==> config.mk <==
export PLATFORM = sky130hd
export DESIGN_NAME = fcr_fault_code_reporting
export DESIGN_NICKNAME = d
export VERILOG_FILES = /design/src/design/fcr_pkg.sv /design/src/design/fcr_fault_code_reporting.sv
export SDC_FILE = /design/constraint.sdc
export NUM_CORES = 1
export LEC_CHECK = 0
export ABC_CLOCK_PERIOD_IN_PS = 2310
export BUFFER_PORTS_ARGS = -buffer_cell sky130_fd_sc_hd__buf_2
export CAP_MARGIN = 10
export CORE_MARGIN = 3
export CORE_UTILIZATION = 48
export DETAILED_ROUTE_END_ITERATION = 6
export PLACE_DENSITY = 0.82
export SYNTH_ARGS = -nofsm -noshare
export SYNTH_HDL_FRONTEND = slang
export SYNTH_SLANG_ARGS = --single-unit
==> constraint.sdc <==
create_clock -name hclk -period 2.31 [get_ports hclk]
set_input_delay 0.1155 -clock hclk [delete_from_list [all_inputs] [get_ports hclk]]
set_output_delay 0.1155 -clock hclk [all_outputs]
set_load 0.02 [all_outputs]
==> src/design/fcr_pkg.sv <==
package fcr_pkg;
    // ==========================================================
    // error codes
    localparam logic [15:0] FCR_ERR_INT_GENERAL = 16'h0001;
    localparam logic [15:0] FCR_ERR_INT_TIMING = 16'h0002;
    localparam logic [15:0] FCR_ERR_INT_APPHANG = 16'h0003;
    localparam logic [15:0] FCR_ERR_COM_GENERAL = 16'h1001;
    localparam logic [15:0] FCR_ERR_COM_BADREG = 16'h1002;
    localparam logic [15:0] FCR_ERR_MB_PARITY = 16'h1101;
    localparam logic [15:0] FCR_ERR_MB_FRAMING = 16'h1102;
    localparam logic [15:0] FCR_ERR_MB_OVERRUN = 16'h1103;
    localparam logic [15:0] FCR_ERR_MB_CHECKSUM = 16'h1104;
    localparam logic [15:0] FCR_ERR_MB_ILLFUNC = 16'h1105;
    localparam logic [15:0] FCR_ERR_MB_ILLDIAG = 16'h1106;
    localparam logic [15:0] FCR_ERR_OVERCURRENT = 16'h2001;
    localparam logic [15:0] FCR_ERR_UNDERVOLT = 16'h3001;
    localparam logic [15:0] FCR_ERR_OVERVOLT = 16'h3002;
    localparam logic [15:0] FCR_ERR_TEMP_ELEC = 16'h4001;
    localparam logic [15:0] FCR_ERR_TEMP_WIND = 16'h4002;
    localparam logic [15:0] FCR_ERR_TORQUE = 16'h5001;
    localparam logic [15:0] FCR_ERR_LOCKED = 16'h6001;
    localparam logic [15:0] FCR_ERR_REGULATOR = 16'h7001;
    localparam logic [15:0] FCR_ERR_NONE = 16'h0000;

    // ==========================================================
    // event sources, index into the event vector (priority: low wins)
    localparam int FCR_NEV = 19;
    localparam int FCR_EV_OVERCURRENT = 0;
    localparam int FCR_EV_OVERVOLT = 1;
    localparam int FCR_EV_UNDERVOLT = 2;
    localparam int FCR_EV_TEMP_ELEC = 3;
    localparam int FCR_EV_TEMP_WIND = 4;
    localparam int FCR_EV_INT_GENERAL = 5;
    localparam int FCR_EV_INT_TIMING = 6;
    localparam int FCR_EV_INT_APPHANG = 7;
    localparam int FCR_EV_LOCKED = 8;
    localparam int FCR_EV_REGULATOR = 9;
    localparam int FCR_EV_TORQUE = 10;
    localparam int FCR_EV_COM_GENERAL = 11;
    localparam int FCR_EV_COM_BADREG = 12;
    localparam int FCR_EV_MB_PARITY = 13;
    localparam int FCR_EV_MB_FRAMING = 14;
    localparam int FCR_EV_MB_OVERRUN = 15;
    localparam int FCR_EV_MB_CHECKSUM = 16;
    localparam int FCR_EV_MB_ILLFUNC = 17;
    localparam int FCR_EV_MB_ILLDIAG = 18;

    // ==========================================================
    // register byte offsets
    localparam logic [7:0] FCR_OFF_ERROR = 8'h00;
    localparam logic [7:0] FCR_OFF_SUPPLY = 8'h04;
    localparam logic [7:0] FCR_OFF_OV_LIMIT = 8'h08;
    localparam logic [7:0] FCR_OFF_UV_LIMIT = 8'h0C;
    localparam logic [7:0] FCR_OFF_STATUS = 8'h10;
    localparam logic [7:0] FCR_OFF_CONTROL = 8'h14;
    localparam logic [7:0] FCR_OFF_IRQ_STATUS = 8'h18;
    localparam logic [7:0] FCR_OFF_IRQ_ENABLE = 8'h1C;
    localparam logic [7:0] FCR_OFF_IRQ_CLEAR = 8'h20;

    // status register fields
    localparam int FCR_ST_HIGHV = 0;
    localparam int FCR_ST_LOWV = 1;
    localparam int FCR_ST_DRV_OFF = 2;
    localparam int FCR_ST_FACTORY = 3;
    localparam int FCR_ST_FIRMWARE = 4;
    localparam int FCR_ST_STRAPPED = 5;
    // control register fields
    localparam int FCR_CT_DRV_EN = 0;
    localparam int FCR_CT_OV_REARM = 1;
    // interrupt status fields
    localparam int FCR_IRQ_ERROR = 0;
    localparam int FCR_IRQ_OVTRIP = 1;
    localparam int FCR_NIRQ = 2;

    // reset values
    localparam logic [15:0] FCR_RST_OV_LIMIT = 16'hFFFF;
    localparam logic [15:0] FCR_RST_UV_LIMIT = 16'h0000;
    localparam logic [1:0] FCR_RST_CONTROL = 2'h0;
    localparam logic [1:0] FCR_RST_IRQ_ENABLE = 2'h0;

    // ==========================================================
    // strap sampling timing
    localparam int FCR_STRAP_SETTLE_US = 10;
    localparam int FCR_CLK_MHZ = 100;
    localparam int FCR_STRAP_SETTLE_CYC = FCR_STRAP_SETTLE_US * FCR_CLK_MHZ;

    typedef enum logic [1:0] {
        FCR_STRAP_WAIT,
        FCR_STRAP_SAMPLE,
        FCR_STRAP_DONE
    } fcr_strap_type;
endpackage

==> src/design/fcr_fault_code_reporting.sv <==
// Implementation choices: the AHB-Lite interface to the registers and the register addresses.
`timescale 1ns/1ps
module fcr_fault_code_reporting
    import fcr_pkg::*;
#(
    parameter int VOLT_W = 16,
    parameter int STRAP_SETTLE = fcr_pkg::FCR_STRAP_SETTLE_CYC
) (
    input wire logic hclk, // system clock
    input wire logic hresetn, // async power-on reset
    input wire logic hsel, // slave select
    input wire logic [31:0] haddr, // byte address
    input wire logic [1:0] htrans, // transfer type
    input wire logic hwrite, // write strobe
    input wire logic [2:0] hsize, // transfer size
    input wire logic [31:0] hwdata, // write data
    input wire logic hready, // bus ready in
    output logic [31:0] hrdata, // read data
    output logic hreadyout, // slave ready
    output logic hresp, // always okay
    input wire logic [fcr_pkg::FCR_NEV-1:0] fault_event, // one bit per fault source
    input wire logic [VOLT_W-1:0] supply_level, // measured supply voltage
    input wire logic strap_common_input, // strap driver pin level
    input wire logic firmware_strap_input, // firmware strap pin
    input wire logic factory_reset_strap_input, // factory strap pin
    output logic motor_drive_enable, // gates the power stage
    output logic high_voltage_flag, // supply above limit
    output logic factory_restore, // restore defaults request
    output logic firmware_mode, // start in firmware mode
    output logic irq // level interrupt
);
    import fcr_pkg::*;

    // ==========================================================
    // code table
    function automatic logic [15:0] fcr_code(input int idx);
        logic [15:0] c;
        c = FCR_ERR_NONE;
        unique case (idx)
            FCR_EV_INT_GENERAL: c = FCR_ERR_INT_GENERAL;
            FCR_EV_INT_TIMING: c = FCR_ERR_INT_TIMING;
            FCR_EV_INT_APPHANG: c = FCR_ERR_INT_APPHANG;
            FCR_EV_COM_GENERAL: c = FCR_ERR_COM_GENERAL;
            FCR_EV_COM_BADREG: c = FCR_ERR_COM_BADREG;
            FCR_EV_MB_PARITY: c = FCR_ERR_MB_PARITY;
            FCR_EV_MB_FRAMING: c = FCR_ERR_MB_FRAMING;
            FCR_EV_MB_OVERRUN: c = FCR_ERR_MB_OVERRUN;
            FCR_EV_MB_CHECKSUM: c = FCR_ERR_MB_CHECKSUM;
            FCR_EV_MB_ILLFUNC: c = FCR_ERR_MB_ILLFUNC;
            FCR_EV_MB_ILLDIAG: c = FCR_ERR_MB_ILLDIAG;
            FCR_EV_OVERCURRENT: c = FCR_ERR_OVERCURRENT;
            FCR_EV_UNDERVOLT: c = FCR_ERR_UNDERVOLT;
            FCR_EV_OVERVOLT: c = FCR_ERR_OVERVOLT;
            FCR_EV_TEMP_ELEC: c = FCR_ERR_TEMP_ELEC;
            FCR_EV_TEMP_WIND: c = FCR_ERR_TEMP_WIND;
            FCR_EV_TORQUE: c = FCR_ERR_TORQUE;
            FCR_EV_LOCKED: c = FCR_ERR_LOCKED;
            FCR_EV_REGULATOR: c = FCR_ERR_REGULATOR;
            default: c = FCR_ERR_NONE;
        endcase
        return c;
    endfunction

    // ==========================================================
    // registers
    logic [15:0] error_code;
    logic [VOLT_W-1:0] supply;
    logic [VOLT_W-1:0] ov_limit;
    logic [VOLT_W-1:0] uv_limit;
    logic [1:0] control;
    logic [FCR_NIRQ-1:0] irq_status;
    logic [FCR_NIRQ-1:0] irq_enable;
    logic drive_tripped;
    logic over_q;
    logic under_q;
    fcr_strap_type strap_state;
    logic [31:0] strap_count;
    logic strapped;

    // ==========================================================
    // ahb address phase capture
    logic dp_valid;
    logic dp_write;
    logic [7:0] dp_addr;
    wire addr_phase = hsel & hready & htrans[1];
    wire size_ok = (hsize == 3'b010);

    // data phase is always zero wait; unmapped reads give zero
    always_ff @(posedge hclk or negedge hresetn) begin
        if (!hresetn) begin
            dp_valid <= 1'b0;
            dp_write <= 1'b0;
            dp_addr <= 8'h00;
        end else if (hready) begin
            dp_valid <= addr_phase & size_ok;
            dp_write <= hwrite;
            dp_addr <= haddr[7:0];
        end
    end

    assign hreadyout = 1'b1;
    assign hresp = 1'b0;

    wire wr = dp_valid & dp_write;
    wire wr_ov = wr & (dp_addr == FCR_OFF_OV_LIMIT);
    wire wr_uv = wr & (dp_addr == FCR_OFF_UV_LIMIT);
    wire wr_ctl = wr & (dp_addr == FCR_OFF_CONTROL);
    wire wr_ien = wr & (dp_addr == FCR_OFF_IRQ_ENABLE);
    wire wr_icl = wr & (dp_addr == FCR_OFF_IRQ_CLEAR);

    // ==========================================================
    // fault priority encoding: lowest index wins on a tie
    logic [15:0] next_error_code;
    logic any_event;
    always_comb begin
        next_error_code = error_code;
        any_event = 1'b0;
        for (int i = FCR_NEV - 1; i >= 0; i--) begin
            if (fault_event[i]) begin
                next_error_code = fcr_code(i);
                any_event = 1'b1;
            end
        end
    end

    // supply comparison against software limits
    wire over_volt = (supply > ov_limit);
    wire under_volt = (supply < uv_limit);
    wire over_rise = over_volt & ~over_q;
    wire under_rise = under_volt & ~under_q;

    // error code only moves when a new fault arrives; never cleared by reading
    always_ff @(posedge hclk or negedge hresetn) begin
        if (!hresetn) begin
            error_code <= FCR_ERR_NONE;
        end else if (any_event) begin
            error_code <= next_error_code;
        end else if (over_rise) begin
            error_code <= FCR_ERR_OVERVOLT;
        end else if (under_rise) begin
            error_code <= FCR_ERR_UNDERVOLT;
        end
    end

    // supply sample follows the input every cycle
    always_ff @(posedge hclk or negedge hresetn) begin
        if (!hresetn) begin
            supply <= '0;
            over_q <= 1'b0;
            under_q <= 1'b0;
        end else begin
            supply <= supply_level;
            over_q <= over_volt;
            under_q <= under_volt;
        end
    end

    // ==========================================================
    // overvoltage shutdown: latched until software rearms while safe
    wire ov_event = over_volt | fault_event[FCR_EV_OVERVOLT];
    wire rearm = wr_ctl & hwdata[FCR_CT_OV_REARM];
    always_ff @(posedge hclk or negedge hresetn) begin
        if (!hresetn) begin
            drive_tripped <= 1'b0;
        end else if (ov_event) begin
            drive_tripped <= 1'b1;
        end else if (rearm) begin
            drive_tripped <= 1'b0;
        end
    end

    // configuration writes
    always_ff @(posedge hclk or negedge hresetn) begin
        if (!hresetn) begin
            ov_limit <= VOLT_W'(FCR_RST_OV_LIMIT);
            uv_limit <= VOLT_W'(FCR_RST_UV_LIMIT);
            control <= FCR_RST_CONTROL;
            irq_enable <= FCR_RST_IRQ_ENABLE;
        end else begin
            if (wr_ov) ov_limit <= hwdata[VOLT_W-1:0];
            if (wr_uv) uv_limit <= hwdata[VOLT_W-1:0];
            if (wr_ctl) control <= {1'b0, hwdata[FCR_CT_DRV_EN]};
            if (wr_ien) irq_enable <= hwdata[FCR_NIRQ-1:0];
        end
    end

    // drive is off while tripped, even with software enable set
    assign motor_drive_enable = control[FCR_CT_DRV_EN] & ~drive_tripped;
    assign high_voltage_flag = over_q;

    // ==========================================================
    // interrupts: set beats clear in the same cycle
    logic [FCR_NIRQ-1:0] irq_set;
    assign irq_set[FCR_IRQ_ERROR] = any_event | over_rise | under_rise;
    assign irq_set[FCR_IRQ_OVTRIP] = ov_event & ~drive_tripped;
    wire [FCR_NIRQ-1:0] irq_clr = wr_icl ? hwdata[FCR_NIRQ-1:0] : '0;
    always_ff @(posedge hclk or negedge hresetn) begin
        if (!hresetn) begin
            irq_status <= '0;
        end else begin
            irq_status <= (irq_status & ~irq_clr) | irq_set;
        end
    end
    assign irq = |(irq_status & irq_enable);

    // ==========================================================
    // strap sampler: waits for pins to settle after reset, samples once
    always_ff @(posedge hclk or negedge hresetn) begin
        if (!hresetn) begin
            strap_state <= FCR_STRAP_WAIT;
            strap_count <= '0;
        end else begin
            unique case (strap_state)
                FCR_STRAP_WAIT: begin
                    if (strap_count >= 32'(STRAP_SETTLE - 1)) begin
                        strap_state <= FCR_STRAP_SAMPLE;
                    end
                    strap_count <= strap_count + 32'd1;
                end
                FCR_STRAP_SAMPLE: strap_state <= FCR_STRAP_DONE;
                FCR_STRAP_DONE: strap_state <= FCR_STRAP_DONE;
                default: strap_state <= FCR_STRAP_WAIT;
            endcase
        end
    end

    // the common pin drives the outside pair; a tie shows as equal,
    // asserted levels on both pins at the sample instant
    wire tie_factory = strap_common_input & factory_reset_strap_input;
    wire tie_firmware = strap_common_input & firmware_strap_input;
    always_ff @(posedge hclk or negedge hresetn) begin
        if (!hresetn) begin
            factory_restore <= 1'b0;
            firmware_mode <= 1'b0;
            strapped <= 1'b0;
        end else if (strap_state == FCR_STRAP_SAMPLE) begin
            factory_restore <= tie_factory;
            firmware_mode <= tie_firmware;
            strapped <= 1'b1;
        end
    end

    // ==========================================================
    // read mux
    logic [31:0] rd_mux;
    always_comb begin
        rd_mux = 32'h0000_0000;
        unique case (dp_addr)
            FCR_OFF_ERROR: rd_mux = {16'h0000, error_code};
            FCR_OFF_SUPPLY: rd_mux = 32'(supply);
            FCR_OFF_OV_LIMIT: rd_mux = 32'(ov_limit);
            FCR_OFF_UV_LIMIT: rd_mux = 32'(uv_limit);
            FCR_OFF_STATUS: rd_mux = 32'({strapped, firmware_mode, factory_restore,
                drive_tripped, under_q, over_q});
            FCR_OFF_CONTROL: rd_mux = 32'(control);
            FCR_OFF_IRQ_STATUS: rd_mux = 32'(irq_status);
            FCR_OFF_IRQ_ENABLE: rd_mux = 32'(irq_enable);
            default: rd_mux = 32'h0000_0000;
        endcase
    end
    assign hrdata = (dp_valid & ~dp_write) ? rd_mux : 32'h0000_0000;
endmodule // fcr_fault_code_reporting

==> impl_metrics.py <==
metrics = {
    "yosys": {
        "syn_avg_cell_area_sq_um": 10.6,
        "ys_types": 57,
        "syn_area_sq_um": 5830,
        "ys.flop_type": "dfrtp_1",
        "synth_cells": 548,
        "yosysWarnings": 0,
        "synth_seq_cells": 110,
        "async_flop_share_pct": 100,
        "seq_area_frac_synth_pct": 47.6,
        "synth_edf_count": 0,
    },
    "floorplan": {
        "die_y_um": 116,
        "pin_count": 151,
        "die-area_sq_um": 13500,
        "core_sq_um": 11700,
        "row_count": 39,
        "die_w_um": 116,
        "initial_core_util_pct": 50.0,
    },
    "power_and_ir_drop": {
        "combPwrFrac_pct": 11.5,
        "seqPwrFrac_pct": 46.4,
        "finalPower_mw": 4.50,
        "cellPowerDensity_nw_per_um2": 595,
        "internal_power_mw": 3.43,
        "peakVddDrop_mv": 0.430,
        "p_clk_share_pct": 42.1,
        "switching_power_mw": 1.06,
        "leakagePower_nw": 3.39,
        "switching_share_pct": 23.6,
    },
    "worst_setup_path": {
        "critPathKind": "reg -> reg",
        "r2r_start": "ov_limit[12]$_DFFE_PN1P_",
        "path_cells": "inv_2 > ha_4 > nand4_1 > nor4_2 > or2_4 > a31oi_4 > or4_1 > o21a_1",
        "worst_path_max_delay_cell": "dfstp_2",
        "cp.required_ns": 2.56,
        "crit_buf_inv": 1,
        "reg2reg_slack_ns": 0.005,
        "r2r_end": "error_code[0]$_DFFE_PN0P_",
        "critical_path.max_fanout": 5,
        "cp-start-kind": "register",
        "end_kind": "register",
        "cp_top_family": "simple AND/OR/NAND/NOR gates",
        "arrival_ns": 2.56,
        "rr_worst_depth": 8,
        "critPathMaxStageDelay_ns": 0.56,
        "startpoint": "ov_limit[12]$_DFFE_PN1P_",
    },
    "flow_run": {
        "cap_violations": 0,
    },
    "clock_network": {
        "htreeDepth": 3,
        "cts.clk_slew.worst_paths_ns": 0.08,
        "cts_tree": "done",
        "clock_path_buffers": 2,
        "clockRootBuffer": "clkbuf_16",
        "cts_buffers": 9,
        "worstSkewPairLatency_ns": 0.36,
        "clock_sinks": 110,
    },
    "drt": {
        "via_per_inst": 5.72,
        "via_count": 4899,
        "wirelength_mm": 15.1,
        "wire_per_inst_um": 17.6,
        "drt_iter0_drc": 451,
        "drt-pass1-iter-count": 6,
        "drc": 0,
        "antenna_left": 0,
    },
    "finish": {
        "fin_cells": 856,
        "nFillCells": 877,
        "final_layout_size_suffix_gt1_share_pct": 33.8,
        "final_net_count": 853,
        "final_util_pct": 64.8,
        "syn_to_final_growth_pct": 29.6,
    },
    "worst_hold_path": {
        "whs_path_depth": 2,
        "min_from": "hwdata[11]",
        "hold_path_end": "uv_limit[11]$_DFFE_PN0P_",
        "min_path_type": "in -> reg",
    },
    "sta": {
        "hold_viol": 0,
        "post-route-period-util_pct": 99.8,
        "setup_slack_ns": 0.00457,
        "setup_viol": 0,
        "holdWs_ns": 0.0135,
        "finClkSkew_ns": 0.00697,
        "period_minus_slack_ns": 2.31,
        "slew_violations": 0,
        "grt_setup_unrepaired": "yes",
        "timing.fmax_mhz": 434,
    },
    "placed_design": {
        "port_buffers": 91,
        "gp_congestion": 0.914,
        "post-place-ws_ns": -0.180,
        "hpwlAfterDp_mm": 10.6,
        "place_inst": 800,
    },
    "status": {
        "status": "finished clean",
    },
    "grt": {
        "grt_pass1_vias": 5099,
        "top_usage_layer": "met2",
        "grtUsageMet1_pct": 27.1,
        "grt_antenna_before_repair": 0,
        "grt_pass1_wl_mm": 24.0,
        "met3_usage_pct": 5.18,
        "use_met2_pct": 40.6,
        "gr-total-overflow": 0,
        "grt_usage_pct": 22.9,
        "grt_start_max_net_pins": 82,
    },
}
## how the worst max path moves through the flow
stage | cells past startpoint | to | slack [ns]
after floorplan | 8 | error_code[13]$_DFFE_PN0P_ | 0.008
after global placement | 9 | error_code[0]$_DFFE_PN0P_ | -0.05
after detailed placement | 8 | error_code[13]$_DFFE_PN0P_ | -0.18
after CTS | 8 | error_code[13]$_DFFE_PN0P_ | 0.01
after global routing | 8 | error_code[13]$_DFFE_PN0P_ | -0.07
final | 8 | error_code[0]$_DFFE_PN0P_ | 0.005
## synthesized netlist by cell type (2+ instances only)
cell type | number | area [sq um]
dfrtp_1 | 94 | 2350
xor2_1 | 8 | 70.1
and3_1 | 5 | 31.3
a211oi_1 | 3 | 22.5
a311oi_1 | 2 | 17.5
nand2b_1 | 6 | 37.5
mux2_2 | 44 | 495
nor2_1 | 29 | 109
nand4_1 | 17 | 106
xnor2_1 | 23 | 201
nor4_1 | 13 | 81.3
a2111o_1 | 2 | 22.5
a222oi_1 | 9 | 90.1
ha_1 | 35 | 438
o211ai_1 | 2 | 15.0
o21ai_0 | 15 | 75.1
clkbuf_1 | 10 | 37.5
conb_1 | 2 | 7.51
inv_1 | 43 | 161
a22oi_1 | 18 | 135
nand3_1 | 19 | 95.1
dfstp_2 | 16 | 420
a31oi_1 | 4 | 25.0
nor2b_1 | 3 | 18.8
nor3_1 | 11 | 55.1
a21oi_1 | 26 | 130
and2_1 | 2 | 12.5
or4_1 | 3 | 22.5
or2_2 | 4 | 25.0
and4_1 | 2 | 17.5
buf_4 | 18 | 135
nand2_1 | 33 | 124
o21a_1 | 3 | 22.5
## final cells by class
type,instances,area (sq um),area share [%]
sequential,110,2770,36.7
timing repair buffer,161,1110,14.8
antenna,2,5.00,0.0662
clock buffer,9,225,2.98
multi-input combinational,381,2960,39.1
clock inverter,7,144,1.90
tap,143,179,2.37
inverter,43,161,2.14
## flip-flops by register name, indices dropped and copies added (netlist names)
register	flops
strap_state	2
ov_limit	16
dp_valid	1
control	1
drive_tripped	1
firmware_mode	1
high_voltage_flag	1
dp_addr	8
dp_write	1
factory_restore	1
under_q	1
irq_enable	2
supply	16
strapped	1
uv_limit	16
strap_count	32
irq_status	2
error_code	7
## layer usage
layer | wire, um | up-vias
met3 | 886 | 28
li1 | - | 2266
met4 | 288 | 0
met2 | 7870 | 193
met5 | 0 | -
met1 | 6060 | 2412
## logic make-up (layout without fill, tap and decap cells)
family / after synthesis / after routing / share of synthesized area [%]
other: 2 / 20 / 0.129
buffers and inverters: 73 / 220 / 5.88
flip-flops: 110 / 110 / 47.6
AO/OA/AOI/OAI: 94 / 94 / 11.0
adder cells (fa/ha/maj): 35 / 35 / 7.51
multiplexers: 45 / 45 / 8.67
XOR/XNOR: 31 / 31 / 4.66
AND/OR/NAND/NOR: 158 / 158 / 14.6
## layout by cell type, fill, tap and decap left out, drive strengths merged, types with 2 or more instances in the layout
cell / instances
a222oi: 9
a311oi: 2
nand2b: 6
nand3: 19
xor2: 8
a31oi: 4
a2111o: 2
o21a: 3
diode: 2
dfstp: 16
dlygate4sd3: 36
buf: 125
a22oi: 18
nor2: 29
or4: 4
or2: 4
nor3: 12
o21ai: 15
o211ai: 2
a211oi: 3
and3: 5
mux2: 44
clkbuf: 9
clkinvlp: 2
bufinv: 4
dfrtp: 94
conb: 18
nor4: 15
nand4: 17
and2: 2
inv: 44
nand2: 33
and4: 2
nor2b: 3
a21oi: 26
xnor2: 23
ha: 35
## repair_timing
action	CTS	global route
cloned	0	0
setup buffers	0	2
endpoints found under the hold margin	63	1
pin swaps	7	13
endpoints found under the setup margin	14	19
hold buffers	35	1
resized for setup	10	26
## power groups by stage
stage / combinational (mW) / clock [mW] / sequential (mW)
global route: 0.571 / 2.00 / 2.09
CTS: 0.489 / 1.93 / 2.08
detailed placement: 0.428 / 0 / 2.11
floorplan: 0.246 / 0 / 2.09
global placement: 0.405 / 0 / 2.11
finish: 0.517 / 1.89 / 2.09
## per-stage QoR
stage	instance area (sq um)	TNS, ns
2_1_floorplan	5890	0
3_3_place_gp	6620	-0.127
3_5_place_dp	6620	-0.789
4_1_cts	7400	0
5_1_grt	7550	-0.382
6_report	7560	0
Note: power is estimated with default switching activity, not from simulation.
